### config.mk
export PLATFORM = sky130hd
export DESIGN_NAME = bmd_decoder
export DESIGN_NICKNAME = d
export VERILOG_FILES = /design/src/hdl/bmd_pkg.sv /design/src/hdl/bmd_decoder.sv
export SDC_FILE = /design/constraint.sdc
export NUM_CORES = 1
export LEC_CHECK = 0
export BUFFER_PORTS_ARGS = -buffer_cell sky130_fd_sc_hd__buf_4
export CAP_MARGIN = 40
export CORE_MARGIN = 4
export CORE_UTILIZATION = 30
export DETAILED_ROUTE_END_ITERATION = 10
export PLACE_DENSITY_LB_ADDON = 0.05
export SLEW_MARGIN = 5
export SYNTH_ARGS = -nofsm -noshare
export SYNTH_HDL_FRONTEND = slang
export SYNTH_SLANG_ARGS = --single-unit
export TNS_END_PERCENT = 1
### constraint.sdc
create_clock -name core_clk_i -period 41.7 [get_ports core_clk_i]
set_input_delay 2.085 -clock core_clk_i [delete_from_list [all_inputs] [get_ports core_clk_i]]
set_output_delay 2.085 -clock core_clk_i [all_outputs]
set_load 0.01 [all_outputs]
### src/hdl/bmd_pkg.sv
package bmd_pkg;

  // ----------------------------------------------------------------
  // Timing
  // ----------------------------------------------------------------
  localparam int unsigned CLK_HZ = 100_000_000;
  localparam int unsigned DEBOUNCE_US = 5_000;
  localparam int unsigned DEBOUNCE_CYC = DEBOUNCE_US * (CLK_HZ / 1_000_000);

  // ----------------------------------------------------------------
  // Parameter tables
  // ----------------------------------------------------------------
  localparam int unsigned NUM_TABLES = 4;
  localparam logic [1:0] TABLE_ONE = 2'h0;
  localparam logic [1:0] TABLE_TWO = 2'h1;
  localparam logic [1:0] TABLE_THREE = 2'h2;
  localparam logic [1:0] TABLE_FOUR = 2'h3;
  localparam int unsigned PARAM_W = 16;
  localparam int unsigned MODE_W = 4;
  localparam int unsigned ACTIVE_TABLE_PARAM = 52;
  localparam int unsigned NUM_IN = 9;

  // ----------------------------------------------------------------
  // Operating mode codes
  // ----------------------------------------------------------------
  localparam logic [3:0] MODE_KEYPAD = 4'h0;
  localparam logic [3:0] MODE_BIPOLAR = 4'h1;
  localparam logic [3:0] MODE_PROCESS = 4'h2;
  localparam logic [3:0] MODE_NETWORK = 4'h3;
  localparam logic [3:0] MODE_RST = MODE_BIPOLAR;

  // ----------------------------------------------------------------
  // Register offsets
  // ----------------------------------------------------------------
  localparam logic [3:0] ADDR_W = 4'h4;
  localparam logic [3:0] REG_CTRL = 4'h0;
  localparam logic [3:0] REG_STATUS = 4'h1;
  localparam logic [3:0] REG_IRQ_STAT = 4'h2;
  localparam logic [3:0] REG_IRQ_MASK = 4'h3;
  localparam logic [3:0] REG_MODE = 4'h4;
  localparam logic [3:0] REG_PARAM = 4'h5;
  localparam logic [3:0] REG_ACT_TBL = 4'h6;

  // CTRL bits
  localparam int unsigned CTRL_EXT_TRIP_EN = 0;
  // IRQ bits
  localparam int unsigned IRQ_FAULT_CLR = 0;
  localparam int unsigned IRQ_EXT_TRIP = 1;
  localparam int unsigned IRQ_TBL_CHG = 2;
  localparam int unsigned IRQ_MODE_REJ = 3;
  localparam int unsigned IRQ_W = 4;

  // Input index order on the discrete input vector
  localparam int unsigned IN_ENABLE = 0;
  localparam int unsigned IN_FWD = 1;
  localparam int unsigned IN_REV = 2;
  localparam int unsigned IN_HOME = 3;
  localparam int unsigned IN_TORQUE = 4;
  localparam int unsigned IN_SEL0 = 5;
  localparam int unsigned IN_SEL1 = 6;
  localparam int unsigned IN_FRESET = 7;
  localparam int unsigned IN_TRIP = 8;

  typedef enum logic [1:0] {
    BMD_RUN_STOP,
    BMD_RUN_FWD,
    BMD_RUN_REV
  } bmd_dir_t;

endpackage

### src/hdl/bmd_decoder.sv
`timescale 1ns/1ps
// What this block does
// - Enable open: power stage off, motor coasts
// - Forward open with forward command: decelerate
// - Reverse open with reverse command: decelerate
// - Both permissives open: decelerate to stop
// - Homing closed: drive forward to marker
// - Command-type closed torque, open speed
// - Torque-mode stop: zero current, no hold
// - Select inputs map to tables one-four
// - Fault-reset closure clears latched fault
// - Enabled external trip: open input trips
// - Trip input ignored unless trip enabled
// - Mode writes rejected while drive enabled
// - Operating mode kept outside the tables
// - Parameter edits hit selected table only
// - Active-table parameter: 0 means table one
// - Non-switching table mode freezes selection
module bmd_decoder
  import bmd_pkg::*;
#(
  parameter int unsigned DEBOUNCE_CYCLES = DEBOUNCE_CYC,
  parameter int unsigned NUM_PARAMS = 4
) (
  // Clock and reset
  input wire logic core_clk_i,
  input wire logic rst_i,
  // Discrete control pins, high means contact closed
  input wire logic enable_i,
  input wire logic fwd_perm_i,
  input wire logic rev_perm_i,
  input wire logic home_i,
  input wire logic torque_sel_i,
  input wire logic table_sel0_i,
  input wire logic table_sel1_i,
  input wire logic fault_reset_i,
  input wire logic ext_trip_i,
  // Run commands from the command source
  input wire logic fwd_cmd_i,
  input wire logic rev_cmd_i,
  input wire logic home_done_i,
  input wire logic fault_set_i,
  // Register port
  input wire logic [3:0] reg_addr_i,
  input wire logic [15:0] reg_wdata_i,
  input wire logic reg_wr_i,
  input wire logic reg_rd_i,
  output logic [15:0] reg_rdata_o,
  // Drive control outputs
  output logic power_en_o,
  output logic run_fwd_o,
  output logic run_rev_o,
  output logic decel_o,
  output logic homing_o,
  output logic torque_mode_o,
  output logic zero_current_o,
  output logic hold_zero_speed_o,
  output logic [1:0] table_o,
  output logic fault_o,
  output logic ext_trip_o,
  output logic irq_o
);

  // ----------------------------------------------------------------
  // State
  // ----------------------------------------------------------------
  localparam int unsigned CW = $clog2(DEBOUNCE_CYCLES + 1);

  typedef struct packed {
    logic [NUM_IN-1:0] s1;
    logic [NUM_IN-1:0] s2;
    logic [NUM_IN-1:0] db;
    logic [NUM_IN-1:0][CW-1:0] cnt;
    logic freset_prev;
    logic [1:0] table_sel;
    logic [MODE_W-1:0] op_mode;
    logic [NUM_TABLES-1:0][NUM_PARAMS-1:0][PARAM_W-1:0] params;
    logic [3:0] param_idx;
    logic trip_en;
    logic [IRQ_W-1:0] irq_stat;
    logic [IRQ_W-1:0] irq_mask;
    logic [15:0] rdata;
    logic power_en;
    logic run_fwd;
    logic run_rev;
    logic decel;
    logic homing;
    logic torque;
    logic zero_cur;
    logic hold_zero;
    logic fault;
    logic ext_trip;
    logic irq;
  } bmd_state_t;

  bmd_state_t q, d;

  // ----------------------------------------------------------------
  // Next state
  // ----------------------------------------------------------------
  logic [NUM_IN-1:0] pins;
  logic [NUM_IN-1:0] db_next;
  logic [NUM_IN-1:0][CW-1:0] cnt_next;
  assign pins = {ext_trip_i, fault_reset_i, table_sel1_i, table_sel0_i, torque_sel_i,
                 home_i, rev_perm_i, fwd_perm_i, enable_i};

  // Each pin must hold a new level for the full window before it counts
  genvar gi;
  generate
    for (gi = 0; gi < NUM_IN; gi++) begin : g_db
      always_comb begin
        db_next[gi] = q.db[gi];
        cnt_next[gi] = '0;
        if (q.s2[gi] != q.db[gi]) begin
          if (q.cnt[gi] >= CW'(DEBOUNCE_CYCLES - 1)) begin
            db_next[gi] = q.s2[gi];
          end else begin
            cnt_next[gi] = q.cnt[gi] + CW'(1);
          end
        end
      end
    end
  endgenerate

  function automatic logic mode_switchable(input logic [MODE_W-1:0] m);
    return (m == MODE_BIPOLAR) || (m == MODE_PROCESS) || (m == MODE_NETWORK);
  endfunction

  logic en, fwd_ok, rev_ok, freset_pulse, trip_evt, drive_on, stop_req;
  logic [1:0] sel_req;

  always_comb begin
    d = q;
    d.s1 = pins;
    d.s2 = q.s1;
    d.db = db_next;
    d.cnt = cnt_next;
    en = q.db[IN_ENABLE];
    fwd_ok = q.db[IN_FWD];
    rev_ok = q.db[IN_REV];
    freset_pulse = q.db[IN_FRESET] & ~q.freset_prev;
    d.freset_prev = q.db[IN_FRESET];
    sel_req = {q.db[IN_SEL1], q.db[IN_SEL0]};
    drive_on = en;

    // Table switching only while the operating mode allows it
    if (sel_req != q.table_sel && mode_switchable(q.op_mode)) begin
      d.table_sel = sel_req;
      d.op_mode = q.op_mode;
      d.irq_stat[IRQ_TBL_CHG] = 1'b1;
    end

    trip_evt = q.trip_en & ~q.db[IN_TRIP];
    d.power_en = en;
    d.torque = q.db[IN_TORQUE];
    d.homing = en & q.db[IN_HOME] & ~home_done_i & fwd_ok;
    d.run_fwd = en & ~q.fault & (fwd_cmd_i | d.homing) & fwd_ok;
    d.run_rev = en & ~q.fault & rev_cmd_i & ~d.homing & rev_ok;
    stop_req = (fwd_cmd_i & ~fwd_ok) | (rev_cmd_i & ~rev_ok) | (~fwd_ok & ~rev_ok);
    d.decel = en & stop_req & ~d.run_fwd & ~d.run_rev;
    // Torque mode stop releases the shaft rather than holding zero speed
    d.zero_cur = en & q.db[IN_TORQUE] & ~d.run_fwd & ~d.run_rev;
    d.hold_zero = en & ~q.db[IN_TORQUE] & ~d.run_fwd & ~d.run_rev & ~d.decel;

    // Fault latch: a new fault beats the reset closure
    if (freset_pulse) begin
      d.fault = 1'b0;
      d.ext_trip = 1'b0;
      d.irq_stat[IRQ_FAULT_CLR] = 1'b1;
    end
    if (trip_evt) begin
      d.ext_trip = 1'b1;
    end
    if (trip_evt | fault_set_i) begin
      d.fault = 1'b1;
    end
    if (trip_evt & ~q.ext_trip) begin
      d.irq_stat[IRQ_EXT_TRIP] = 1'b1;
    end

    // Register port
    d.rdata = '0;
    if (reg_rd_i) begin
      unique case (reg_addr_i)
        REG_CTRL: d.rdata = {15'h0000, q.trip_en};
        REG_STATUS: d.rdata = {8'h00, q.fault, q.ext_trip, q.torque, q.homing,
                               q.decel, q.run_rev, q.run_fwd, q.power_en};
        REG_IRQ_STAT: d.rdata = {12'h000, q.irq_stat};
        REG_IRQ_MASK: d.rdata = {12'h000, q.irq_mask};
        REG_MODE: d.rdata = {12'h000, q.op_mode};
        REG_PARAM: d.rdata = q.params[q.table_sel][q.param_idx[1:0]];
        REG_ACT_TBL: d.rdata = {14'h0000, q.table_sel};
        default: d.rdata = '0;
      endcase
    end
    if (reg_wr_i) begin
      unique case (reg_addr_i)
        REG_CTRL: d.trip_en = reg_wdata_i[CTRL_EXT_TRIP_EN];
        REG_IRQ_STAT: d.irq_stat = d.irq_stat & ~(q.irq_stat & reg_wdata_i[IRQ_W-1:0]);
        REG_IRQ_MASK: d.irq_mask = reg_wdata_i[IRQ_W-1:0];
        REG_MODE: begin
          if (drive_on) begin
            d.irq_stat[IRQ_MODE_REJ] = 1'b1;
          end else begin
            d.op_mode = reg_wdata_i[MODE_W-1:0];
          end
        end
        REG_PARAM: d.params[q.table_sel][q.param_idx[1:0]] = reg_wdata_i;
        REG_ACT_TBL: d.param_idx = reg_wdata_i[3:0];
        default: ;
      endcase
    end
    // Sets raised this cycle survive the clear written in the same cycle
    if (freset_pulse) d.irq_stat[IRQ_FAULT_CLR] = 1'b1;
    if (trip_evt & ~q.ext_trip) d.irq_stat[IRQ_EXT_TRIP] = 1'b1;
    if (reg_wr_i && reg_addr_i == REG_MODE && drive_on) d.irq_stat[IRQ_MODE_REJ] = 1'b1;
    if (sel_req != q.table_sel && mode_switchable(q.op_mode)) d.irq_stat[IRQ_TBL_CHG] = 1'b1;
    d.irq = |(d.irq_stat & d.irq_mask);
  end

  // ----------------------------------------------------------------
  // Registers
  // ----------------------------------------------------------------
  always_ff @(posedge core_clk_i or posedge rst_i) begin
    if (rst_i) begin
      q <= '0;
      q.op_mode <= MODE_RST;
      q.table_sel <= TABLE_ONE;
    end else begin
      q <= d;
    end
  end

  assign reg_rdata_o = q.rdata;
  assign power_en_o = q.power_en;
  assign run_fwd_o = q.run_fwd;
  assign run_rev_o = q.run_rev;
  assign decel_o = q.decel;
  assign homing_o = q.homing;
  assign torque_mode_o = q.torque;
  assign zero_current_o = q.zero_cur;
  assign hold_zero_speed_o = q.hold_zero;
  assign table_o = q.table_sel;
  assign fault_o = q.fault;
  assign ext_trip_o = q.ext_trip;
  assign irq_o = q.irq;

endmodule

=== Word level (Yosys, flattened, before mapping) ===
Index checks and enable logic that the tools add are counted.

* Register bits: 501
* Output and inout port bits: 29
* Word-level logic and storage cells: 213

* Add/sub/neg operators: 9
* $lt $le $gt $ge: 13
* Eq/ne operators: 19
* Mux-type cells: 49
* Bitwise operators: 45
* Reduce and logical (&&, ||, !) cells: 23

{| class="wikitable"
|+ Operators by type and width
! cell !! count
|-
| two-way mux 19 bit || 18
|-
| two-way mux 273 bit || 1
|-
| bitwise mux 256 bit || 1
|-
| two-way mux 256 bit || 1
|-
| adder 19 x 1 -> 19 bit, second input constant || 9
|-
| greater-or-equal comparator 19 bit, second input constant || 9
|-
| binary-select mux 64 bit (select 2 bit) || 1
|-
| demux 64 bit (select 2 bit) || 1
|-
| two-way mux 64 bit || 2
|-
| one-hot mux 16 bit (7 select lines) || 1
|-
| two-way mux 16 bit || 3
|-
| binary-select mux 16 bit (select 2 bit) || 1
|-
| demux 16 bit (select 2 bit) || 1
|-
| AND 1 bit || 25
|-
| AND reduction 2 bit || 12
|-
| equality test 4 x 2 -> 1 bit, second input constant || 4
|-
| two-way mux 4 bit || 4
|-
| AND 4 bit || 3
|-
| equality test 4 x 3 -> 1 bit, second input constant || 3
|-
| NOT 1 bit || 12
|-
| two-way mux 1 bit || 11
|-
| inequality test 1 bit || 9
|-
| equality test 4 x 1 -> 1 bit, second input constant || 2
|-
| less-than comparator 2 x 3 -> 1 bit, second input constant || 2
|-
| other kinds (12) || 22
|}

=== Longest topological paths before layout ===
* Depth in word-level cells: 12
* Gate-level depth with buffers: 8
* Depth with buffers taken out: 6

=== Worst setup path before layout ===
OpenSTA, ideal clock, no wires.

* Path kind: input -> register
* Start: input port reg_addr_i[1]
* End: register with a tool-made name
* Arrival: 3.616 ns
* Data required time: 41.575 ns
* Slack: 37.959 ns
* Stages: 6
* Buffers on the path: 2
* Cell sequence: clkbuf_1 > nor3_1 > nand3_2 > nor3_2 > buf_4 > mux2_2

{| class="wikitable"
|+ RTL lines
! what !! line !! source
|-
| start, declared || bmd_decoder.sv:44 || <nowiki>input wire logic [3:0] reg_addr_i,</nowiki>
|}

=== Worst setup path after layout ===
* Start: register q (netlist bit table_o[0])
* End: output port table_o[0]

{| class="wikitable"
|+ RTL lines
! what !! line !! source
|-
| start, declared || bmd_decoder.sv:96 || <nowiki>bmd_state_t q, d;</nowiki>
|-
| end, declared || bmd_decoder.sv:58 || <nowiki>output logic [1:0] table_o,</nowiki>
|}

No word-level cell between the ends.

==> flow_metrics.py <==
metrics = {
    "layout": {
        "layout-drive-gt1-share_pct": 29.7,
        "area_delta_synth_final_pct": 16.1,
        "instances_no_fill": 2958,
        "final_cell_mix": "dfrtp_1, mux2_2, nor2_1",
        "final_util_pct": 35.2,
        "antenna_cells": 0,
        "layout_commonest_cell": "dfrtp_1",
        "num-nets-final": 1922,
    },
    "grt": {
        "grt_overflow": 0,
        "first_global_vias": 15000,
        "grt_pass1_wl_um": 91200,
        "antenna_found_initial": 0,
        "grt_max_degree": 68,
        "grt.total_usage_pct": 14.3,
    },
    "pwr": {
        "ir_drop_mv": 0.0324,
        "powerDensity_nw_per_um2": 42.0,
        "p_leak_nw": 12.1,
    },
    "logic_synthesis": {
        "synth_area_um2": 23000,
        "syn-num-nets": 1861,
        "synthArstFlopShare_pct": 100,
        "synth-edff-count": 0,
        "avgSynthCellArea_um2": 12.7,
        "ys_seq_elements": 499,
        "synth_area_leaders": "dfrtp_1, mux2_2, mux4_2",
        "yosysTopAreaCellShare_pct": 54.1,
        "syn_inst": 1815,
        "yosysSeqAreaShare_pct": 54.3,
        "synth_area_leader_cell": "dfrtp_1",
        "yosys.cell_types.count": 73,
        "synth_warnings": 0,
        "synthFlopType": "dfrtp_1",
    },
    "worst_setup_path": {
        "path_buf_inv": 1,
        "worstPathMaxFanout": 33,
        "cpPeakStageDelay_ns": 0.88,
        "cpLargestDelayFamily": "flip-flops",
        "crit_path_top_delay_cell": "dfrtp_4",
        "cp_cell_sequence": "buf_4",
        "crit_arrival_ns": 1.74,
        "r2r_cells": 5,
        "worstPathRequired_ns": 39.62,
        "critPathKind": "flip-flop to primary output",
        "rr_startpoint": "table_o[1]",
        "end_kind": "primary output",
        "startpoint_type": "flip-flop",
        "reg2reg_slack_ns": 38.81,
    },
    "sta": {
        "hold_viol": 0,
        "setup_tns_ns": 0,
        "tightest_slew_ns": 0.868,
        "rsz0062_at_grt": "false",
        "post-route-period-util_pct": 9.18,
        "skew_ns": 0.0271,
        "slew-limit-headroom_pct": 41.6,
        "slew_viol_final": 0,
        "setup_violations": 0,
        "whs_ns": 0.348,
        "clock.fmax_ghz": 0.261,
        "post-route-min-period_ns": 3.83,
    },
    "clock_tree": {
        "cts.clk_slew.worst_paths_ns": 0.05,
        "cts_root_buffer": "clkbuf_16",
        "cts_htree_levels": 2,
        "postCtsSetupBuffers": 0,
        "numCtsBuffers": 60,
        "clock_sinks": 499,
        "post_cts_resized": 0,
        "clk_latency_ns": 0.62,
        "tritoncts": "done",
        "ctsHoldBuffers": 0,
        "clockBufferDepth": 3,
    },
    "drt": {
        "drtAntennaViolNets": 0,
        "drt_wl_total_um": 57600,
        "drtIter0Drc": 744,
        "dr_total_vias": 14200,
        "drc": 0,
        "via_per_inst": 4.80,
        "dr.pass1.iters": 5,
        "wl_per_cell_um": 19.5,
    },
    "floorplanning": {
        "die_area_um2": 81200,
        "start_util_pct": 30.3,
        "num_io_pins": 66,
        "die_x_um": 285,
        "fp.dieH_um": 285,
        "rows": 101,
        "core-area_um2": 75900,
    },
    "worst_hold_path": {
        "worstHoldEndpoint": "q[488]",
        "worst_hold_startpoint": "d[488]",
        "hold_path.class": "flip-flop to flip-flop",
        "hold_depth": 0,
    },
    "flow_run": {
        "cap_violations": 0,
    },
    "placed_design": {
        "gp_congestion": 0.734,
        "dp_hpwl_um": 36500,
        "place_inst": 2844,
        "io_buffer_count": 65,
    },
    "run_status": {
        "status": "completed",
    },
}
logic make-up after synthesis:
kind of cell	Yosys count	share of synthesized area (%)
and+or+nand+nor	542	12.1
DFF	499	54.3
muxes	375	21.3
xor gates and xnor gates	154	5.86
buffers and inverters	132	2.82
AOI/OAI and AO/OA	104	3.21
adders and majority gates	9	0.489
power by group:
part | switching (mW) | internal [mW] | total [mW] | leakage, nW
Sequential | 0.0140 | 0.504 | 0.518 | 6.81
Combinational | 0.0432 | 0.0392 | 0.0824 | 4.34
Clock | 0.208 | 0.314 | 0.521 | 0.980
Total | 0.265 | 0.857 | 1.12 | 12.1
routing by layer:
metal | vias up | GRT usage (%) | routed length (µm)
met5 | - | 0 | 0
met4 | 0 | 3.47 | 1240
met3 | 78 | 2.55 | 1980
met2 | 164 | 23.7 | 27500
met1 | 7336 | 19.6 | 26800
li1 | 6610 | - | -
worst max path at each step:
stage                  startpoint         end  cells past startpoint
floorplan                   rst_i   async pin                      1
global placement            rst_i   async pin                      5
detailed placement  reg_addr_i[2]   flip-flop                      7
CTS                    table_o[0]  table_o[0]                      1
global route           table_o[0]  table_o[0]                      1
finish                 table_o[0]  table_o[0]                      1
per-stage QoR:
step | total power, mW | worst slack, ns | cell area (µm²)
floorplan | 0.582 | 25.69 | 23000
global placement | 0.608 | 36.50 | 24400
detailed placement | 0.611 | 37.25 | 24700
CTS | 1.15 | 37.75 | 26700
global route | 1.18 | 37.72 | 26700
finish | 1.12 | 37.87 | 26700
area by class of cell:
type,count,area (µm²)
repair buffers,100,951
fillers,7456,49200
inverters,31,124
well taps,1030,1290
flip-flops and latches,499,12500
clock inverters,16,163
multi-input cells,1184,9880
clock buffers,98,1820
cell usage after synthesis (all sizes together) (31+ instances only):
library cell	number
buf	64
clkbuf	37
dfrtp	498
mux2	281
mux2i	31
mux4	63
nand2	81
nand3	57
nand4	47
nor2	210
xnor2	57
xor2	97
Note: power is estimated with default switching activity, not from simulation.
